$ cat src/logic/sbc_regs.svh
// Offsets, field positions, reset values and counts of the standby controller
// Included by the design modules, the checker and the bench
`ifndef SBC_REGS_SVH
`define SBC_REGS_SVH

`define SBC_STAB_STATUS_ADDR  16'hffa3
`define SBC_TIME_SELECT_ADDR  16'hffaa
`define SBC_STAB_STATUS_RST   8'h00
`define SBC_TIME_SELECT_RST   3'h5
`define SBC_SEL_MIN           3'h1
`define SBC_SEL_MAX           3'h5
`define SBC_RING_HOLD_CYC     5'h11
`define SBC_CNT_W             17
`define SBC_EXP_2P11          5'h0b
`define SBC_EXP_2P13          5'h0d
`define SBC_EXP_2P14          5'h0e
`define SBC_EXP_2P15          5'h0f
`define SBC_EXP_2P16          5'h10

`endif

$ cat src/logic/sbc_pkg.sv
// Types of the standby controller
// Constants come from sbc_regs.svh
package sbc_pkg;

  typedef enum logic [1:0] {
    SBC_SRC_MAIN,
    SBC_SRC_RING,
    SBC_SRC_SUB
  } sbc_src_e;

  typedef enum logic [2:0] {
    SBC_RUN,
    SBC_HALT,
    SBC_STOP,
    SBC_OSC_START,
    SBC_STAB_WAIT,
    SBC_RING_HOLD
  } sbc_state_e;

  // Register port toward the CPU
  typedef struct packed {
    logic        wr;
    logic        rd;
    logic [15:0] addr;
    logic [7:0]  wdata;
  } sbc_bus_s;

  // Clock gating and oscillator controls
  typedef struct packed {
    logic cpu_clk_en;
    logic main_osc_en;
    logic internal_ring_oscillator_en;
    logic sub_osc_en;
  } sbc_clk_s;

endpackage : sbc_pkg

$ cat src/logic/sbc_stab_counter.sv
// Main oscillator stabilization counter with thermometer status
// Assumes main_osc_tick pulses once per main oscillator period, on ref_clk
`timescale 1ns/10ps
`include "sbc_regs.svh"
module sbc_stab_counter
  import sbc_pkg::*;
#(
  parameter int CNT_W = `SBC_CNT_W
) (
  // Clock and reset
  input  wire logic       ref_clk,
  input  wire logic       srst,
  // Control
  input  wire logic       clear,
  input  wire logic       run,
  input  wire logic       main_osc_tick,
  input  wire logic [2:0] sel,
  input  wire logic       limit_en,
  // Status
  output logic [4:0]      status,
  output logic            sel_done
);

  logic [CNT_W-1:0] cnt;
  logic [CNT_W-1:0] next_cnt;
  logic [4:0]       next_status;
  logic [4:0]       reached;
  logic [4:0]       allowed;
  logic [4:0]       expo [5];

  assign expo[0] = `SBC_EXP_2P16;
  assign expo[1] = `SBC_EXP_2P15;
  assign expo[2] = `SBC_EXP_2P14;
  assign expo[3] = `SBC_EXP_2P13;
  assign expo[4] = `SBC_EXP_2P11;

  // Status bit 4 is 2^11, bit 0 is 2^16; sel 1..5 allows 1..5 bits from the top
  for (genvar i = 0; i < 5; i++) begin : g_bit
    assign reached[i] = cnt[expo[i]];
    assign allowed[i] = !limit_en || (sel > 3'(4 - i));
  end

  // Lowest allowed bit is the longest wait; it ends the count
  assign sel_done = |(status & allowed & ~(allowed << 1)) || (sel == 3'h0);

  always_comb begin
    next_cnt    = cnt;
    next_status = status;
    if (clear) begin
      next_cnt    = '0;
      next_status = '0;
    end else if (run && main_osc_tick) begin
      if (!cnt[CNT_W-1] && !(limit_en && sel_done)) begin
        next_cnt = cnt + CNT_W'(1);
      end
      next_status = status | (reached & allowed);
    end else if (run) begin
      next_status = status | (reached & allowed);
    end
  end

  always_ff @(posedge ref_clk) begin
    if (srst) begin
      cnt    <= '0;
      status <= '0;
    end else begin
      cnt    <= next_cnt;
      status <= next_status;
    end
  end

endmodule : sbc_stab_counter

$ cat src/logic/sbc_standby.sv
// Standby controller: halt and stop modes, oscillator control, stabilization status
// Assumes CPU decode gives halt/stop pulses and register port on ref_clk;
// oscillator-started and interrupt levels arrive from outside and are synchronised.
// Function
// - Halt gates the CPU clock; running oscillators keep running.
// - Stop turns off the main crystal oscillator.
// - An interrupt request releases stop mode.
// - Halt and stop keep registers, memory and port state unchanged.
// - Stop while on the ring oscillator keeps the ring running.
// - After stop on ring clock, CPU held 17 ring periods.
// - Status cleared on reset, stop, crystal-stop write or main-clock bit write.
// - Status bits set from bit 4 down at 2^11..2^16 periods and stay set.
// - After stop release, counting ends at the selected wait time.
// - The stop-release wait begins only after oscillation has started.
// - After stop, the CPU clock source before stop is used again.
// - After halt, the CPU clock source before halt is used again.
// - Ring stop bit works only when ring is software-stoppable.
// - Time select resets to 5; codes 1..5 pick 2^11..2^16 waits.
// - The selected wait applies only with the main crystal as CPU clock.
`timescale 1ns/10ps
`include "sbc_regs.svh"
module sbc_standby
  import sbc_pkg::*;
#(
  parameter bit RING_STOPPABLE = 1'b1
) (
  // Clock and reset
  input  wire logic       ref_clk,
  input  wire logic       srst,
  // CPU instruction events
  input  wire logic       halt_exec,
  input  wire logic       stop_exec,
  input  wire sbc_src_e   cpu_src,
  // Register port
  input  wire sbc_bus_s   bus,
  output logic [7:0]      rdata,
  // Clock control writes from the clock generator
  input  wire logic       crystal_osc_stop_wr,
  input  wire logic       main_clock_ctrl_bit_wr,
  input  wire logic       internal_ring_oscillator_stop,
  input  wire logic       sub_osc_used,
  // Outside events
  input  wire logic       irq_pending,
  input  wire logic       main_osc_started,
  input  wire logic       main_osc_tick,
  input  wire logic       internal_ring_oscillator_tick,
  // Clock outputs
  output sbc_clk_s        clk_ctrl,
  output sbc_src_e        resume_src,
  output logic            standby
);

  // ****************************************
  // Input synchronisers
  // ****************************************
  logic [1:0] irq_sync;
  logic [1:0] start_sync;
  always_ff @(posedge ref_clk) begin
    if (srst) begin
      irq_sync   <= '0;
      start_sync <= '0;
    end else begin
      irq_sync   <= {irq_sync[0], irq_pending};
      start_sync <= {start_sync[0], main_osc_started};
    end
  end
  wire irq_s   = irq_sync[1];
  wire osc_up  = start_sync[1];

  // ****************************************
  // Time select register
  // ****************************************
  logic [2:0] time_sel;
  logic [2:0] next_time_sel;
  wire sel_wr = bus.wr && (bus.addr == `SBC_TIME_SELECT_ADDR);

  always_comb begin
    next_time_sel = time_sel;
    if (sel_wr) begin
      next_time_sel = bus.wdata[2:0];
    end
  end

  // ****************************************
  // Standby state machine
  // ****************************************
  sbc_state_e state;
  sbc_state_e next_state;
  sbc_src_e   saved_src;
  sbc_src_e   next_saved_src;
  logic [4:0] hold_cnt;
  logic [4:0] next_hold_cnt;
  logic       main_on;
  logic       next_main_on;
  logic       ring_on;
  logic       next_ring_on;
  logic       sel_done;
  logic [4:0] stat;

  always_comb begin
    next_state     = state;
    next_saved_src = saved_src;
    next_hold_cnt  = hold_cnt;
    next_main_on   = main_on;
    next_ring_on   = ring_on;
    if (crystal_osc_stop_wr) begin
      next_main_on = 1'b0;
    end
    if (RING_STOPPABLE && state == SBC_RUN) begin
      next_ring_on = !internal_ring_oscillator_stop || cpu_src == SBC_SRC_RING;
    end
    case (state)
      SBC_RUN: begin
        if (stop_exec && cpu_src != SBC_SRC_SUB) begin
          next_state     = SBC_STOP;
          next_saved_src = cpu_src;
          next_main_on   = 1'b0;
          next_ring_on   = ring_on || cpu_src == SBC_SRC_RING;
        end else if (halt_exec) begin
          next_state     = SBC_HALT;
          next_saved_src = cpu_src;
        end
      end
      SBC_HALT: begin
        if (irq_s) begin
          next_state = SBC_RUN;
        end
      end
      SBC_STOP: begin
        if (irq_s) begin
          next_state   = SBC_OSC_START;
          next_main_on = 1'b1;
        end
      end
      SBC_OSC_START: begin
        if (osc_up) begin
          next_hold_cnt = '0;
          next_state = (saved_src == SBC_SRC_MAIN) ? SBC_STAB_WAIT : SBC_RING_HOLD;
        end
      end
      SBC_STAB_WAIT: begin
        if (sel_done) begin
          next_state = SBC_RUN;
        end
      end
      SBC_RING_HOLD: begin
        if (internal_ring_oscillator_tick) begin
          next_hold_cnt = hold_cnt + 5'h01;
          if (hold_cnt == `SBC_RING_HOLD_CYC - 5'h01) begin
            next_state = SBC_RUN;
          end
        end
      end
      default: next_state = SBC_RUN;
    endcase
  end

  always_ff @(posedge ref_clk) begin
    if (srst) begin
      state     <= SBC_RUN;
      saved_src <= SBC_SRC_RING;
      hold_cnt  <= '0;
      main_on   <= 1'b0;
      ring_on   <= 1'b1;
      time_sel  <= `SBC_TIME_SELECT_RST;
    end else begin
      state     <= next_state;
      saved_src <= next_saved_src;
      hold_cnt  <= next_hold_cnt;
      main_on   <= next_main_on;
      ring_on   <= next_ring_on;
      time_sel  <= next_time_sel;
    end
  end

  // ****************************************
  // Stabilization counter
  // ****************************************
  wire stab_clear = stop_exec && state == SBC_RUN || crystal_osc_stop_wr
                    || main_clock_ctrl_bit_wr;
  wire stab_run   = osc_up && state != SBC_STOP && state != SBC_OSC_START;

  sbc_stab_counter #(
    .CNT_W (`SBC_CNT_W)
  ) u_stab (
    .ref_clk       (ref_clk),
    .srst          (srst),
    .clear         (stab_clear),
    .run           (stab_run),
    .main_osc_tick (main_osc_tick),
    .sel           (time_sel),
    .limit_en      (saved_src != SBC_SRC_SUB),
    .status        (stat),
    .sel_done      (sel_done)
  );

  // ****************************************
  // Read data and clock outputs
  // ****************************************
  always_ff @(posedge ref_clk) begin
    if (srst) begin
      rdata <= '0;
    end else if (bus.rd && bus.addr == `SBC_STAB_STATUS_ADDR) begin
      rdata <= {3'h0, stat};
    end else if (bus.rd && bus.addr == `SBC_TIME_SELECT_ADDR) begin
      rdata <= {5'h00, time_sel};
    end else begin
      rdata <= '0;
    end
  end

  // CPU clock enable is on only in SBC_RUN; oscillator enables follow main_on, ring_on and sub_osc_used
  always_comb begin
    clk_ctrl.cpu_clk_en  = (state == SBC_RUN);
    clk_ctrl.main_osc_en = main_on;
    clk_ctrl.internal_ring_oscillator_en = ring_on;
    clk_ctrl.sub_osc_en  = sub_osc_used;
  end
  assign resume_src = saved_src;
  assign standby    = (state != SBC_RUN);

endmodule : sbc_standby

$ cat config.mk
export PLATFORM = sky130hd
export DESIGN_NAME = sbc_standby
export DESIGN_NICKNAME = d
export VERILOG_FILES = /design/src/logic/sbc_pkg.sv /design/src/logic/sbc_stab_counter.sv /design/src/logic/sbc_standby.sv
export VERILOG_INCLUDE_DIRS = /design/src /design/src/logic
export SDC_FILE = /design/constraint.sdc
export NUM_CORES = 1
export LEC_CHECK = 0
export BUFFER_PORTS_ARGS = -buffer_cell sky130_fd_sc_hd__buf_2
export CORE_MARGIN = 2
export CORE_UTILIZATION = 57
export DETAILED_ROUTE_END_ITERATION = 12
export PLACE_DENSITY = 0.82
export SLEW_MARGIN = 15
export SYNTH_ARGS = -nofsm -noshare
export SYNTH_HDL_FRONTEND = slang
export SYNTH_SLANG_ARGS = --single-unit
$ cat constraint.sdc
create_clock -name ref_clk -period 2.9 [get_ports ref_clk]
set_input_delay 0.145 -clock ref_clk [delete_from_list [all_inputs] [get_ports ref_clk]]
set_output_delay 0.145 -clock ref_clk [all_outputs]
set_load 0.03 [all_outputs]
==> impl_metrics.env <==
export IMPL_gr_total_overflow=0
export IMPL_io_pins=55
export IMPL_fin_crit_sh_pct=81.3
export IMPL_cts_made_buffers=5
export IMPL_die_area_sq_mm=0.00456
export IMPL_grt_use_met3_pct=6.17
export IMPL_syn_instance_count=283
export IMPL_use_met2_pct=38.7
export IMPL_num_antenna_cells=0
export IMPL_slew_headroom_pct=56.6
export IMPL_cts_num_sinks=46
export IMPL_regArea_sq_um=921
export IMPL_ant_nets=0
export IMPL_clk_pin_slew_worst_paths_ns=0.09
export IMPL_drt_first_pass_iters=4
export IMPL_leakagePower_nw=0.954
export IMPL_die_w_um=67.5
export IMPL_power_w=0.00139
export IMPL_wirelength_um=4610
export IMPL_seqPwrFrac_pct=50.1
export IMPL_wl_per_cell_um=12.4
export IMPL_yosysMostFrequentCell="dfxtp_1"
export IMPL_synth_edf_count=0
export IMPL_status="completed"
export IMPL_area_growth_pct=12.6
export IMPL_grt_pass1_wl_um=7290
export IMPL_drcViolationCount=0
export IMPL_startpoint_type="flip-flop"
export IMPL_cts_buffer_depth=2
export IMPL_cp_max_fo=21
export IMPL_rsz0062_at_grt="false"
export IMPL_arrival_ns=2.54
export IMPL_cts_resized_gates=0
export IMPL_syn_cell_area_sq_mm=0.00230
export IMPL_grtUsageTotal_pct=21.3
export IMPL_power_density_mw_per_mm2=535
export IMPL_syn_area_per_cell_sq_um=8.13
export IMPL_max_freq_ghz=0.424
export IMPL_grt_pass1_vias=1766
export IMPL_slew_viol_final=0
export IMPL_initial_core_util_pct=58.3
export IMPL_maxCapViolCount=0
export IMPL_tightest_slew_ns=0.650
export IMPL_tritoncts="yes"
export IMPL_gp_congestion=0.827
export IMPL_use_met1_pct=23.3
export IMPL_async_reset_ff_share_pct=0
export IMPL_ys_seq_elements=46
export IMPL_hold_viol_final=0
export IMPL_p_clk_share_pct=29.1
export IMPL_grt_max_degree=22
export IMPL_synthFlopType="dfxtp_1"
export IMPL_yosys_top_cells_area="dfxtp_1 (40%), nor2_1 (5.1%), a21oi_1 (4.8%)"
export IMPL_seq_area_frac_synth_pct=40.0
export IMPL_critPathRequiredTime_ns=3.08
export IMPL_power_internal_w=0.000956
export IMPL_synth_common_cells="dfxtp_1 (46), nor2_1 (31), a21oi_1 (22), nand2_1 (22), o21ai_0 (15)"
export IMPL_nFillCells=355
export IMPL_period_needed_ns=2.36
export IMPL_worst_hold_path_type="input pin to flip-flop"
export IMPL_die_h_um=67.5
export IMPL_fin_tns_setup_ns=0
export IMPL_cts_max_level=2
export IMPL_sw_frac_of_total_pct=31.0
export IMPL_cts_hold_buffers_added=0
export IMPL_cts_setup_buffers=0
export IMPL_cts_root_buffer_cell="clkbuf_8"
export IMPL_top_usage_layer="met2"
export IMPL_combPwrFrac_pct=20.8
export IMPL_yosys_area_top_type_share_pct=40.0
export IMPL_drt_vias_per_instance=5.57
export IMPL_portBuffers=44
export IMPL_coreArea_sq_mm=0.00394
export IMPL_final_layout_size_suffix_gt1_share_pct=19.3
export IMPL_finalSetupViolations=0
export IMPL_rows=23
export IMPL_end_kind="flip-flop"
export IMPL_synth_warnings=0
export IMPL_multi_input_area_sq_mm=0.00122
export IMPL_yosysTopAreaCell="dfxtp_1"
export IMPL_hpwl_um=3400
export IMPL_switching_power_w=0.000430
export IMPL_peakVddDrop_v=0.000348
export IMPL_vias=2065
export IMPL_drtIter0Drc=88
export IMPL_antenna_found_initial=0
export IMPL_nets=363
export IMPL_path_class="flip-flop to flip-flop"
export IMPL_synth_distinct_cells=51
export IMPL_finClkSkew_ns=0.00874
export IMPL_clock_latency_ns=0.30
-- cell usage in the layout, fill, tap and decap left out, types with 2 or more instances in the layout --
master,instances
dfxtp_1,46
buf_2,44
nor2_1,31
nand2_1,22
a21oi_1,22
o21ai_0,15
nor2b_1,13
inv_1,11
nand3_1,11
or3_1,10
nand4_1,7
nand2b_1,6
a31oi_1,6
clkbuf_8,6
o31ai_1,5
or4_1,5
xor2_1,4
a211oi_1,3
a22oi_1,3
or2_2,3
a211o_1,3
o21a_1,3
ha_1,3
conb_1,3
buf_4,3
mux2i_1,2
nand4bb_1,2
nor4_1,2
nand3b_1,2
and2_1,2
nand4b_1,2
nor3_1,2
-- per-layer routing --
metal,vias to the layer above,wire length [um]
li1,1071,-
met1,935,2100
met2,54,2160
met3,5,291
met4,0,67
met5,-,0
-- layout make-up --
cell class,count,area share (%)
Clock buffer,6,3.19
Clock inverter,2,0.483
Inverter,12,1.74
Multi-Input combinational cell,208,47.2
Sequential cell,46,35.6
Tap cell,50,2.42
Timing Repair Buffer,47,9.37
-- cell families after synthesis --
group / Yosys count / synth area share (%)
AOI/OAI and AO/OA: 72 / 19.8
muxes: 2 / 0.871
other: 1 / 0.163
xor gates and xnor gates: 5 / 1.90
adders and majority gates: 3 / 1.63
and+or+nand+nor: 123 / 28.6
DFF: 46 / 40.0
buffers and inverters: 31 / 7.07
-- final timing paths --
kind / cells after the start / from / end / slack, ns
worst max-delay path: 6 / time_sel[0]$_SDFFE_PP1P_ / u_stab.cnt[0]$_SDFFE_PP0P_ / 0.54
worst min-delay path: 2 / main_osc_started / start_sync[0]$_SDFF_PP0_ / 0.06
worst min register to register: 1 / start_sync[0]$_SDFF_PP0_ / start_sync[1]$_SDFF_PP0_ / 0.45
worst max register to register: 6 / time_sel[0]$_SDFFE_PP1P_ / u_stab.cnt[0]$_SDFFE_PP0P_ / 0.54
-- power by group through the flow --
stage | clock [W] | sequential [W] | combinational [W]
after detailed placement | 0 | 0.000708 | 0.000287
after global placement | 0 | 0.000708 | 0.000282
after floorplan | 0 | 0.000693 | 0.000245
final | 0.000403 | 0.000694 | 0.000288
after CTS | 0.000414 | 0.000693 | 0.000289
after global routing | 0.000438 | 0.000700 | 0.000314
-- worst max-delay path, stage by stage (launching register included) --
cell and delay [ns]:
dfxtp_1 0.42, or3b_2 0.53, a211oi_1 0.24, a311o_1 0.58, buf_4 0.27, xor2_1 0.15, nor2_1 0.05
-- metrics by stage --
| step | setup slack (ns) | utilization, % | hold slack, ns | std cells | cell area, sq um |
|---|---|---|---|---|---|
| after floorplan | 0.826 | - | 0.273 | 285 | 2310 |
| after global placement | 0.589 | 63.3 | 0.290 | 363 | 2490 |
| after detailed placement | 0.550 | 63.3 | 0.290 | 363 | 2490 |
| after CTS | 0.554 | 65.7 | 0.0511 | 371 | 2590 |
| after global routing | 0.358 | 65.7 | 0.0503 | 371 | 2590 |
| final | 0.543 | 65.7 | 0.0560 | 371 | 2590 |
-- flip-flops by register name, indices dropped and copies added (netlist names) --
signal and flops:
rdata 5, state 3, main_on 1, time_sel 3, hold_cnt 5, resume_src 2
start_sync 2, u_stab.status 5, u_stab.cnt 17, ring_on 1, irq_sync 2
No activity file was read; power rests on OpenSTA's default activity.
